===== config.mk =====
export PLATFORM = sky130hd
export DESIGN_NAME = pss_top
export DESIGN_NICKNAME = d
export VERILOG_FILES = /design/src/rtl/pss_pkg.sv /design/src/rtl/pss_sync.sv /design/src/rtl/pss_top.sv
export SDC_FILE = /design/constraint.sdc
export NUM_CORES = 1
export LEC_CHECK = 0
export BUFFER_PORTS_ARGS = -buffer_cell sky130_fd_sc_hd__buf_2
export CORE_ASPECT_RATIO = 2
export CORE_UTILIZATION = 35
export CTS_BUF_LIST = sky130_fd_sc_hd__clkbuf_8
export CTS_CLUSTER_DIAMETER = 200
export DETAILED_ROUTE_END_ITERATION = 7
export SLEW_MARGIN = 15
export SYNTH_ARGS = -nofsm -noshare
export SYNTH_HDL_FRONTEND = slang
export SYNTH_HIERARCHICAL = 1
export SYNTH_SLANG_ARGS = --single-unit

===== constraint.sdc =====
create_clock -name clk_sys -period 2.12 [get_ports clk_sys]
set_clock_uncertainty 0.05 [all_clocks]
set_input_delay 0 -clock clk_sys [delete_from_list [all_inputs] [get_ports clk_sys]]
set_output_delay 0 -clock clk_sys [all_outputs]
set_load 0.02 [all_outputs]

===== src/rtl/pss_pkg.sv =====
/*
  Package for the PHY start-up sequencer: timing figures, derived cycle
  counts, reset values and state encoding.
  Assumes a 125 MHz system clock.
*/
`default_nettype none
package pss_pkg;
  localparam int CLK_MHZ = 125;
  // Times, all in microseconds
  localparam int PGOOD_DELAY_US = 6800;
  localparam int XTAL_SETTLE_US = 2000;
  localparam int EXTCLK_SETTLE_US = 20;
  localparam int STRAP_LATCH_US = 64;
  localparam int RESET_LOW_MIN_US = 10;
  localparam int MGMT_ACTIVE_US = 5000;
  // Derived cycle counts; whole microseconds times CLK_MHZ, so none needs rounding
  localparam int PGOOD_CYC = PGOOD_DELAY_US * CLK_MHZ;
  localparam int XTAL_CYC = XTAL_SETTLE_US * CLK_MHZ;
  localparam int EXTCLK_CYC = EXTCLK_SETTLE_US * CLK_MHZ;
  localparam int STRAP_CYC = STRAP_LATCH_US * CLK_MHZ;
  localparam int RESET_LOW_CYC = RESET_LOW_MIN_US * CLK_MHZ;
  localparam int MGMT_CYC = MGMT_ACTIVE_US * CLK_MHZ;
  localparam int CNT_W = 20;
  localparam int STRAP_W = 8;
  // Reset values and prefill encodings
  localparam logic DEPTH_UNIT_RST = 1'h1;
  localparam logic [STRAP_W-1:0] STRAP_RST = 8'h00;
  localparam logic [1:0] PREFILL_NIBBLE = 2'h1;
  localparam logic [1:0] PREFILL_BYTE = 2'h2;
  localparam logic [1:0] PREFILL_RMII = 2'h3;
  localparam logic [1:0] PREFILL_NONE = 2'h0;

  typedef enum logic [2:0] {
    ST_POR = 3'h0,
    ST_PGOOD_WAIT = 3'h1,
    ST_CLK_SETTLE = 3'h2,
    ST_STRAP = 3'h3,
    ST_MGMT_WAIT = 3'h4,
    ST_READY = 3'h5
  } pss_state_type;
endpackage
`default_nettype wire


===== src/rtl/pss_sync.sv =====
/*
  Two-flop synchroniser bank for asynchronous pin inputs.
  Assumes the destination is clk_sys.
*/
`default_nettype none
module pss_sync #(
  parameter int W = 1
) (
  input wire logic clk_sys,
  input wire logic arst_n,
  input wire logic [W-1:0] din,
  output logic [W-1:0] dout
);
  logic [W-1:0] meta_q;
  logic [W-1:0] sync_q;

  // First stage is read only by the second
  always_ff @(posedge clk_sys or negedge arst_n) begin
    if (!arst_n) begin
      meta_q <= '0;
      sync_q <= '0;
    end else begin
      meta_q <= din;
      sync_q <= meta_q;
    end
  end
  assign dout = sync_q;
endmodule
`default_nettype wire


===== src/rtl/pss_top.sv =====
/*
  PHY start-up sequencer with transmit FIFO setup outputs.
  Assumes supply-good, reset and strap pins are asynchronous to clk_sys
  and are synchronised here; everything else runs on clk_sys.
*/
// Functional notes
// - Internal power good rises a fixed 6.8 ms after the last supply is good.
// - Supplies may come up in any order; the delay restarts from the last one.
// - After power good wait up to 2 ms (crystal) or 20 us (external clock).
// - Straps are captured within 64 us of clock settle, on power-up and reset.
// - A depth-unit bit chooses bytes or nibbles for MII, resetting to bytes.
// - Byte counting in nibble MII modes selects a larger prefill.
// - In asynchronous FIFO mode the FIFO absorbs any phase difference.
// - RMII latency depends on clock phase but is fixed for a link's lifetime.
`default_nettype none
module pss_top #(
  parameter int PGOOD_CYCLES = pss_pkg::PGOOD_CYC,
  parameter int XTAL_CYCLES = pss_pkg::XTAL_CYC,
  parameter int EXTCLK_CYCLES = pss_pkg::EXTCLK_CYC,
  parameter int MGMT_CYCLES = pss_pkg::MGMT_CYC,
  parameter int RESET_LOW_CYCLES = pss_pkg::RESET_LOW_CYC
) (
  input wire logic clk_sys,
  input wire logic arst_n,
  input wire logic [2:0] supply_good,
  input wire logic hw_reset_n,
  input wire logic crystal_input_pin,
  input wire logic [pss_pkg::STRAP_W-1:0] strap_pins,
  input wire logic tx_fifo_depth_unit_in,
  input wire logic tx_fifo_depth_unit_we,
  input wire logic tx_fifo_sync_in,
  input wire logic tx_fifo_sync_we,
  input wire logic mii_nibble_mode,
  input wire logic rmii_mode,
  input wire logic link_up,
  input wire logic rmii_phase,
  output logic power_good,
  output logic clock_settled,
  output logic strap_valid,
  output logic [pss_pkg::STRAP_W-1:0] strap_cfg,
  output logic mgmt_enable,
  output logic tx_fifo_depth_unit,
  output logic tx_fifo_sync,
  output logic [1:0] tx_prefill_sel,
  output logic rmii_phase_held
);
  localparam int SW = pss_pkg::STRAP_W + 6;
  logic [SW-1:0] pin_s;
  logic [2:0] sup_s;
  logic rst_s;
  logic xtal_s;
  logic [pss_pkg::STRAP_W-1:0] strap_s;
  logic ext_s;
  logic rphase_s;

  // Pins cross into clk_sys through two flops
  pss_sync #(.W(SW)) u_sync (
    .clk_sys(clk_sys),
    .arst_n(arst_n),
    .din({supply_good, hw_reset_n, crystal_input_pin, rmii_phase, strap_pins}),
    .dout(pin_s)
  );
  assign sup_s = pin_s[SW-1 -: 3];
  assign rst_s = pin_s[SW-4];
  assign xtal_s = pin_s[SW-5];
  assign rphase_s = pin_s[SW-6];
  assign strap_s = pin_s[pss_pkg::STRAP_W-1:0];
  // Strap bit 0 tells external clock (1) from crystal (0)
  assign ext_s = strap_s[0];

  typedef struct packed {
    pss_pkg::pss_state_type st;
    logic [pss_pkg::CNT_W-1:0] cnt;
    logic [pss_pkg::CNT_W-1:0] rst_cnt;
    logic xtal_prev;
    logic pgood;
    logic settled;
    logic strap_ok;
    logic [pss_pkg::STRAP_W-1:0] strap;
    logic mgmt;
    logic depth_unit;
    logic fifo_sync;
    logic [1:0] prefill;
    logic rphase;
  } pss_regs_type;

  pss_regs_type r_q;
  pss_regs_type r_d;
  logic all_good;
  logic reset_ok;

  assign all_good = &sup_s;
  // Reset pulses shorter than the minimum low time are ignored
  assign reset_ok = r_q.rst_cnt >= pss_pkg::CNT_W'(RESET_LOW_CYCLES);

  // Sequencer and configuration next state
  always_comb begin
    r_d = r_q;
    r_d.xtal_prev = xtal_s;
    // Low-time counter on the hardware reset pin
    if (!rst_s) begin
      if (!reset_ok) begin
        r_d.rst_cnt = r_q.rst_cnt + 1'b1;
      end
    end else begin
      r_d.rst_cnt = '0;
    end
    // Configuration bits, written by the MAC side
    if (tx_fifo_depth_unit_we) begin
      r_d.depth_unit = tx_fifo_depth_unit_in;
    end
    if (tx_fifo_sync_we) begin
      r_d.fifo_sync = tx_fifo_sync_in;
    end
    // Prefill: bigger when counting bytes on a nibble bus
    if (rmii_mode) begin
      r_d.prefill = pss_pkg::PREFILL_RMII;
    end else if (mii_nibble_mode && r_q.depth_unit) begin
      r_d.prefill = pss_pkg::PREFILL_BYTE;
    end else if (mii_nibble_mode) begin
      r_d.prefill = pss_pkg::PREFILL_NIBBLE;
    end else begin
      r_d.prefill = pss_pkg::PREFILL_NONE;
    end
    // Phase sample frozen while the link is up, so latency never moves
    if (!link_up) begin
      r_d.rphase = rphase_s;
    end
    unique case (r_q.st)
      pss_pkg::ST_POR: begin
        r_d.cnt = '0;
        if (all_good) begin
          r_d.st = pss_pkg::ST_PGOOD_WAIT;
        end
      end
      pss_pkg::ST_PGOOD_WAIT: begin
        // Any supply dropping restarts the count: last riser sets timing
        if (!all_good) begin
          r_d.st = pss_pkg::ST_POR;
        end else if (r_q.cnt >= pss_pkg::CNT_W'(PGOOD_CYCLES - 1)) begin
          r_d.st = pss_pkg::ST_CLK_SETTLE;
          r_d.pgood = 1'b1;
          r_d.cnt = '0;
        end else begin
          r_d.cnt = r_q.cnt + 1'b1;
        end
      end
      pss_pkg::ST_CLK_SETTLE: begin
        // Fixed worst-case wait; no crystal activity check, so a dead crystal
        // still times out and the sequence carries on
        if ((ext_s && r_q.cnt >= pss_pkg::CNT_W'(EXTCLK_CYCLES - 1)) ||
            (!ext_s && r_q.cnt >= pss_pkg::CNT_W'(XTAL_CYCLES - 1))) begin
          r_d.st = pss_pkg::ST_STRAP;
          r_d.settled = 1'b1;
          r_d.cnt = '0;
        end else begin
          r_d.cnt = r_q.cnt + 1'b1;
        end
      end
      pss_pkg::ST_STRAP: begin
        // Captured one cycle after settle, well inside the limit
        r_d.strap = strap_s;
        r_d.strap_ok = 1'b1;
        r_d.st = pss_pkg::ST_MGMT_WAIT;
        r_d.cnt = '0;
      end
      pss_pkg::ST_MGMT_WAIT: begin
        // Short settling hold, bounded by the management deadline
        if (r_q.cnt >= pss_pkg::CNT_W'(MGMT_CYCLES / 1000)) begin
          r_d.mgmt = 1'b1;
          r_d.st = pss_pkg::ST_READY;
        end else begin
          r_d.cnt = r_q.cnt + 1'b1;
        end
      end
      pss_pkg::ST_READY: begin
        r_d.cnt = '0;
      end
      default: begin
        r_d.st = pss_pkg::ST_POR;
      end
    endcase
    // Brown-out or valid hardware reset restarts the sequence
    if (!all_good) begin
      r_d.st = pss_pkg::ST_POR;
      r_d.pgood = 1'b0;
      r_d.settled = 1'b0;
      r_d.strap_ok = 1'b0;
      r_d.mgmt = 1'b0;
      r_d.cnt = '0;
    end else if (!rst_s && reset_ok) begin
      // Jump back only once power is good, so settle never precedes it
      if (r_q.pgood) begin
        r_d.st = pss_pkg::ST_CLK_SETTLE;
        r_d.cnt = '0;
      end
      r_d.settled = 1'b0;
      r_d.strap_ok = 1'b0;
      r_d.mgmt = 1'b0;
      r_d.depth_unit = pss_pkg::DEPTH_UNIT_RST;
    end
  end

  // State register
  always_ff @(posedge clk_sys or negedge arst_n) begin
    if (!arst_n) begin
      r_q <= '{st: pss_pkg::ST_POR, cnt: '0, rst_cnt: '0, xtal_prev: 1'b0,
               pgood: 1'b0, settled: 1'b0, strap_ok: 1'b0,
               strap: pss_pkg::STRAP_RST, mgmt: 1'b0,
               depth_unit: pss_pkg::DEPTH_UNIT_RST, fifo_sync: 1'b0,
               prefill: pss_pkg::PREFILL_NONE, rphase: 1'b0};
    end else begin
      r_q <= r_d;
    end
  end

  assign power_good = r_q.pgood;
  assign clock_settled = r_q.settled;
  assign strap_valid = r_q.strap_ok;
  assign strap_cfg = r_q.strap;
  assign mgmt_enable = r_q.mgmt;
  assign tx_fifo_depth_unit = r_q.depth_unit;
  // Low means the FIFO runs asynchronously and absorbs phase offset
  assign tx_fifo_sync = r_q.fifo_sync;
  assign tx_prefill_sel = r_q.prefill;
  assign rmii_phase_held = r_q.rphase;
endmodule
`default_nettype wire

**After elaboration in Yosys (flattened, before gate mapping)**

Cells that the tools add are included.

- Bits in registers: 88
- Output and inout bits: 17
- Word-level logic and storage cells: 77

- $add $sub $neg: 2
- Magnitude comparators: 5
- Eq/ne operators: 13
- Mux-type cells: 30
- Reduce and logical (&&, ||, !) cells: 13

Operator list:

| operator | count |
|---|---|
| $mux W20 | 5 |
| $pmux W20 S4 | 1 |
| $mux W23 | 3 |
| $add A20 B1 Y20 const B | 2 |
| $ge A20 B10 Y1 const B | 1 |
| $ge A20 B11 Y1 const B | 1 |
| $ge A20 B12 Y1 const B | 1 |
| $ge A20 B18 Y1 const B | 1 |
| $ge A20 B20 Y1 const B | 1 |
| $pmux W3 S6 | 1 |
| $ne A3 B1 Y1 const B | 5 |
| $mux W1 | 11 |
| $mux W2 | 5 |
| $mux W3 | 3 |
| $mux W9 | 1 |
| $eq A3 B2 Y1 const B | 2 |
| $eq A3 B3 Y1 const B | 2 |
| $ne A2 B1 Y1 const B | 3 |
| $reduce_and A2 Y1 | 3 |
| $logic_and A1 B1 Y1 | 4 |
| $eq A3 B1 Y1 const B | 1 |
| $logic_not A3 Y1 | 1 |
| $reduce_and A3 Y1 | 1 |
| $reduce_or A3 Y1 | 1 |
| 2 further kinds | 3 |

**Longest topological paths before layout**

Gate-level depths: netlist of the first run.

- Depth after elaboration: 8
- Depth in mapped cells: 9
- Mapped depth without buffers: 8

**Modules after synthesis**

Netlist of the first run, hierarchy kept.

Modules (own cells, without submodules):

| module | times used | cells an instance | area each (um^2) | seq. area each (um^2) |
|---|---|---|---|---|
| pss_top | 1 | 376 | 3528.4 | 1502.7 |
| pss_sync | 1 | 28 | 700.7 | 700.7 |

**Least setup slack after synthesis of the first run**

OpenSTA, ideal clock, no wires.

- Kind: reg-to-reg
- Start point: reg r_q[38] (netlist bit)
- End point: reg r_q[45] (netlist bit)
- Setup time: 0.094 ns
- Arrival time: 2.132 ns
- Slack: -0.156 ns
- Stages on the path, launching flop included: 9
- Cells stage by stage: dfrtp_1 ha_1 and3_1 a41o_1 a2111oi_0 or3_1 buf_6 o2111ai_2 a221oi_2

RTL lines:

| element | RTL line | source |
|---|---|---|
| from (decl) | pss_top.sv:87 | `pss_regs_type r_q;` |
| from (signal assigned) | pss_top.sv:207 | `r_q <= '{st: pss_pkg::ST_POR, cnt: '0, rst_cnt: '0, xtal_prev: 1'b0,` |
| from (signal assigned) | pss_top.sv:213 | `r_q <= r_d;` |

==> key figures, run 1 <==
Floorplanning
  – Row count: 56
  – Die H: between 150 and 200 um
  – I/O pins: 40
  – Core area: around 12,000 um^2
  – Full die area: about 12,000 um^2
  – Initial Util: about 36%
  – Die width: roughly 79 um

Place
  – Routability Congestion: a little over 0.9
  – Buffers added on ports: 38
  – Placed Instance Area: 4972 um^2
  – DP HPWL: 8296 um
  – DP Cell Count: around 630
  – Pre-CTS setup slack: -0.3076 ns

Critical path
  – Largest fanout on the critical path: 7
  – Crit-path cells: nor4_4 > a41o_1 > a2111oi_2 > or3_4 > buf_12 > buf_16 > o211ai_2 > a31oi_1
  – Top Family by Delay on Critical Path: simple AND/OR/NAND/NOR gates
  – Crit Reg-Reg Startpoint: r_q[48]
  – R2r setup slk: -0.16 ns
  – Arrival @ worst endpoint: approximately 2.5 ns
  – Critical path class: reg -> reg
  – CP max stage delay: 0.46 ns
  – Crit path required time: 2.31 ns
  – CP endpoint kind: register
  – Worst R2R Path Depth: 8
  – Reg2reg end: r_q[42]
  – CP Buf/Inv Count: 2
  – Critical path's slowest cell: dfrtp_2
  – Crit start category: register

Finish
  – Post-route cell area: about 5700 um^2
  – Number of nets in the layout: 556
  – Final cell count without fillers: approximately 680
  – Layout cells sized above 1: 36.96%
  – Fillers: between 1k and 1.5k
  – Fin util: 48.85%
  – P&R area growth vs syn: 36.77%
  – N_diodes: 0
  – Most frequent cells in the layout: buf_4 (81), dfrtp_1 (78), nor2_1 (41)
  – Most common cell after layout, fill and taps aside: buf_4

Clock tree
  – Cts bufs inserted: 9
  – Worst-Skew Late Latency: roughly 0.37 ns
  – Root Driver: clkbuf_8
  – CTS tree: built
  – CTS clk-pin slew, worst paths: roughly 0.10 ns
  – Clock net sink count: 86
  – Clock Path Buffers: 2
  – Htree depth: 3

Global routing
  – Grt ovf: 0
  – Initial antenna violation count: 0
  – First-pass GRT wire length: ~18,000 um
  – Largest net degree at the start of global routing: 55
  – Vias in the first global route: between 3k and 4k
  – GRT Total Usage: ~20%

STA
  – Hold Vio Cnt, Final: 0
  – Fin crit share: 107.5%
  – Setup_tns: -2.247 ns
  – Final setup violation count: 20
  – Max Freq: about 0.44 GHz
  – Worst Max-Slew Pin Slew: between 0.6 and 0.7 ns
  – RSZ-0062 raised after global routing: true
  – Setup ws final: -0.1587 ns
  – Min Hold Slack: approximately 0.074 ns
  – Normalized max-slew margin: a little under three fifths
  – Final min period: between 2 and 2.5 ns
  – Final Max Tran Viols: 0

Detailed routing
  – # DRC: 0
  – Vias: about 3.6k
  – Routed WL per cell: between 15 and 20 um
  – DR pass1 iterations: 4
  – Vias/cell: ~5.4
  – Final WL: 11,580 um
  – Iteration-0 DRC Markers: about 120
  – Post-route ant nets: 0

Power
  – Clock Power Share: 36.7%
  – Pwr Total: about 3.1 mW
  – Peak supply drop: around 550 uV
  – Sequential Power Share: a little over half
  – Internal: approximately 2.3 mW
  – Switching power: between 800 and 900 uW
  – Sw frac: between 20% and 30%
  – Share of total power in combinational logic: under 10%
  – P_leak: roughly 2.5 nW
  – Pwr Density: ~550 nW/um^2

Synthesis
  – Syn Area/Cell: slightly above 10 um^2
  – Yosys Warn Count: 6
  – Net Count, Synth: 430
  – Post-synthesis cell area: between 4000 and 5000 um^2
  – Post-synthesis cell count: between 400 and 500

Run status
  – Violated checks: setup timing
  – Outcome: finished with violations

Min path
  – Hold WC Path Type: in -> async

Flow run
  – Max-cap violations: 0
## worst reg2reg max path, cell delays in order (launching register included)
cell and delay [ns]:
dfrtp_2 0.46, nor4_4 0.34, a41o_1 0.27, a2111oi_2 0.08, or3_4 0.44, buf_12 0.15
buf_16 0.13, o211ai_2 0.13, a31oi_1 0.11
## how the worst max path moves through the flow
stage	from	endpoint	slack, ns	depth (start not counted)
floorplan	r_q[38]	r_q[46]	-0.002	8
global placement	r_q[38]	r_q[46]	-0.22	8
detailed placement	r_q[39]	r_q[38]	-0.31	8
CTS	r_q[46]	r_q[40]	-0.18	9
global route	r_q[48]	r_q[45]	-0.25	8
finish	r_q[48]	r_q[42]	-0.16	8
## power groups by stage
stage	logic (mW)	clock network, mW	registers [mW]
global route	0.302	1.23	1.70
global placement	0.206	0	1.73
detailed placement	0.211	0	1.73
finish	0.278	1.15	1.70
CTS	0.270	1.18	1.70
floorplan	0.0898	0	1.74
## flip-flops by register name, indices dropped and copies added (netlist names)
register            cells
clock_settled           1
mgmt_enable             1
tx_fifo_depth_unit      1
u_sync/meta_q          13
power_good              1
strap_cfg               8
rmii_phase_held         1
tx_fifo_sync            1
u_sync/dout            13
strap_valid             1
r_q                    43
tx_prefill_sel          2
## layout make-up
| type | instances | area, um^2 | area share, % |
|---|---|---|---|
| flip-flops and latches | 86 | 2162 | 37.83 |
| multi-input cells | 269 | 1974 | 34.54 |
| repair buffers | 147 | 1144 | 20.01 |
| well taps | 145 | 181.4 | 3.174 |
| clock buffers | 9 | 123.9 | 2.167 |
| clock inverters | 7 | 73.82 | 1.292 |
| inverters | 15 | 56.30 | 0.9851 |
## repair_timing
item                                    CTS  global route
gates cloned                              1             0
endpoints found under the setup margin   21            29
setup buffers                             9             1
pin swaps                                16            11
gates resized for setup                  20            24
endpoints found under the hold margin    91             0
hold buffers                             22             0
## routing by layer
| layer | global-route usage (%) | vias to the layer above | part of all wire (%) | wire, um |
|---|---|---|---|---|
| met5 | 0 | - | 0 | 0 |
| met4 | 15.15 | 0 | 6.9 | 804 |
| met3 | 2.566 | 51 | 2.2 | 249 |
| met2 | 38.14 | 89 | 57 | 6551 |
| met1 | 18.00 | 1793 | 34 | 3972 |
| li1 | - | 1695 | - | - |
Power figures use the tool's default switching activity.
==> run 2, diff against run 1 <==
Settings changed: RECOVER_POWER set to 100.
==> run 2 against run 1 <==
Register-to-register slack is essentially flat. Largest cell class unchanged. Critical endpoint unchanged. Via count rose by 0.19%. Flip-flop and latch count did not move. Combinational power shrank 4%. Wire length barely moved. Die area stayed put. Final cell count unchanged. First-iteration DRC count decreased by 0.83%. Hold slack improved by 0.15 ns. The run still ends with setup timing left. Utilization down 0.68 points. Clock power hardly changed.
==> key figures, run 2 (synthesis results as in run 1) <==
Global routing
  – Met3 usage: 2.566% (unchanged)
  – Most Crowded Layer GR: met2
  – GRT Total Usage: 19.85% (unchanged)
  – Vias in the first global route: 3,832 (unchanged)
  – First-pass GRT wire length: 18,450 um (unchanged)
  – Initial antenna violation count: 0 (unchanged)
  – Largest net degree at the start of global routing: 55 (unchanged)
  – Met2 global-route usage: 38.14% (unchanged)
  – Grt ovf: 0 (unchanged)
  – Met1 usage: 18.00% (unchanged)

Critical path
  – CP endpoint kind: register
  – Crit start category: register
  – R2r setup slk: -0.17 ns (about the same)
  – Critical path launch point: r_q[38]
  – Critical path class: reg -> reg
  – Crit Reg-Reg Startpoint: r_q[38]
  – Arrival @ worst endpoint: 2.48 ns (+0.02 ns)
  – Largest fanout on the critical path: 7 (unchanged)
  – Crit path required time: 2.30 ns (about the same)

Power
  – Pwr Density: 551.7 nW/um^2 (+0.93%)
  – Sw frac: 27.07% (-0.071 points)
  – P_leak: 2.459 nW (-3.5%)
  – Clock Power Share: 36.8% (about the same)
  – Sequential Power Share: 54.6% (+0.2 points)
  – Pwr Total: 3.109 mW (-0.48%)
  – Switching power: 841.4 uW (-0.74%)
  – Peak supply drop: 550.8 uV (about the same)
  – Internal: 2.267 mW (-0.38%)
  – Share of total power in combinational logic: 8.6% (-0.3 points)

STA
  – RSZ-0062 raised after global routing: true
  – Setup ws final: -0.1708 ns (-0.01213 ns)
  – Final min period: 2.291 ns (+0.01213 ns)
  – Hold Vio Cnt, Final: 0 (unchanged)
  – Worst Max-Slew Pin Slew: 0.8751 ns (+0.2034 ns)
  – Normalized max-slew margin: 41.66% (-14 points)
  – Max Freq: 0.4365 GHz (-0.53%)
  – Final Max Tran Viols: 0 (unchanged)
  – Final setup violation count: 20 (unchanged)
  – Fin crit share: 108.1% (+0.57 points)

Detailed routing
  – Iteration-0 DRC Markers: 120 (-0.83%)
  – Vias: 3,635 (+0.19%)
  – Routed WL per cell: 17.08 um (about the same)
  – Final WL: 11,580 um (about the same)
  – Post-route ant nets: 0 (unchanged)
  – Vias/cell: 5.361 (+0.19%)
  – DR pass1 iterations: 4 (unchanged)
  – # DRC: 0 (unchanged)

Run status
  – Violated checks: setup timing
  – Outcome: finished with violations

Floorplanning
  – Full die area: 12,410 um^2 (unchanged)
  – Core area: 11,700 um^2 (unchanged)
  – I/O pins: 40 (unchanged)
  – Row count: 56 (unchanged)
  – Die H: 156.5 um (unchanged)
  – Initial Util: 35.71% (unchanged)
  – Die width: 79.27 um (unchanged)

Place
  – Pre-CTS setup slack: -0.3076 ns (unchanged)
  – Buffers added on ports: 38 (unchanged)
  – Routability Congestion: 0.9194 (unchanged)
  – DP HPWL: 8296 um (unchanged)
  – Placed Instance Area: 4972 um^2 (unchanged)

Finish
  – Biggest register: r_q
  – Most frequent cells in the layout: dfrtp_1 (78), buf_4 (74), nor2_1 (41)
  – Layout cells sized above 1: 32.83% (-4.1 points)
  – Most common cell after layout, fill and taps aside: dfrtp_1
  – Number of nets in the layout: 556 (unchanged)
  – Fin util: 48.16% (-0.68 points)
  – Post-route cell area: 5635 um^2 (-1.4%)
  – Number of flip-flops in the largest register: 43 (unchanged)
  – N_diodes: 0 (unchanged)
  – P&R area growth vs syn: 34.85%

Flow run
  – Max-cap violations: 0 (unchanged)

Clock tree
  – Htree depth: 3 (unchanged)
  – Cts bufs inserted: 9 (unchanged)
  – Worst-Skew Late Latency: 0.36 ns (about the same)
  – CTS clk-pin slew, worst paths: 0.10 ns (about the same)
  – Root Driver: clkbuf_8
  – Clock net sink count: 86 (unchanged)
  – CTS tree: built
  – Clock Path Buffers: 2 (unchanged)

Min path
  – Hold_sp: supply_good[1]
  – Hold WC Path Type: in -> reg
-- run 2: metrics by stage --
step	hold slack [ns]	cells	setup TNS, ns
2_1_floorplan	-0.3456	402	-0.003615
3_3_place_gp	-0.06733	629	-3.627
3_5_place_dp	-0.05076	629	-4.558
4_1_cts	0.08380	677	-2.402
5_1_grt	0.2183	678	-4.240
6_report	0.2238	678	-2.454
-- run 2: worst max-delay path, cell delays in order (launching register included) --
cell and delay [ns]:
dfrtp_2 0.43, ha_4 0.16, a311oi_2 0.09, o211ai_1 0.18, clkbuf_4 0.18, a41oi_2 0.13
or3_4 0.43, buf_12 0.15, buf_16 0.13, o211ai_2 0.13, a31oi_1 0.11
-- run 2: final timing paths --
kind	end	depth (start not counted)
min in group asynchronous	u_sync/meta_q[7]	2
min	u_sync/meta_q[12]	2
max	r_q[42]	10
max in group asynchronous	r_q[39]	3
min reg2reg	u_sync/dout[8]	0
max reg2reg	r_q[42]	10
-- run 2: repair_timing --
| action | in CTS | in global routing |
|---|---|---|
| pin swaps | 16 | 11 |
| hold endpoints to repair | 91 | 0 |
| setup buffers | 9 | 1 |
| hold buffers | 22 | 0 |
| gates resized for setup | 20 | 24 |
| gates cloned | 1 | 0 |
| setup endpoints to repair | 21 | 29 |
-- run 2: final cells by class --
cell class	instances	area, um^2
fill	1090	6066
sequential	86	2162
multi-input combinational	269	1943
timing repair buffer	147	1095
tap	145	181.4
clock buffer	9	123.9
clock inverter	7	73.82
inverter	15	56.30
-- run 2: routing by layer --
| layer | vias up | part of all wire (%) | routed length [um] |
|---|---|---|---|
| met5 | - | 0 | 0 |
| li1 | 1697 | - | - |
| met4 | 0 | 6.8 | 787 |
| met3 | 49 | 2.3 | 262 |
| met1 | 1791 | 34 | 3936 |
| met2 | 98 | 57 | 6596 |
-- run 2: power groups by stage --
stage / combinational [mW] / clock (mW) / sequential (mW)
global placement: 0.206 / 0 / 1.73
floorplan: 0.0898 / 0 / 1.74
CTS: 0.270 / 1.18 / 1.70
global route: 0.293 / 1.23 / 1.70
finish: 0.268 / 1.14 / 1.70
detailed placement: 0.211 / 0 / 1.73
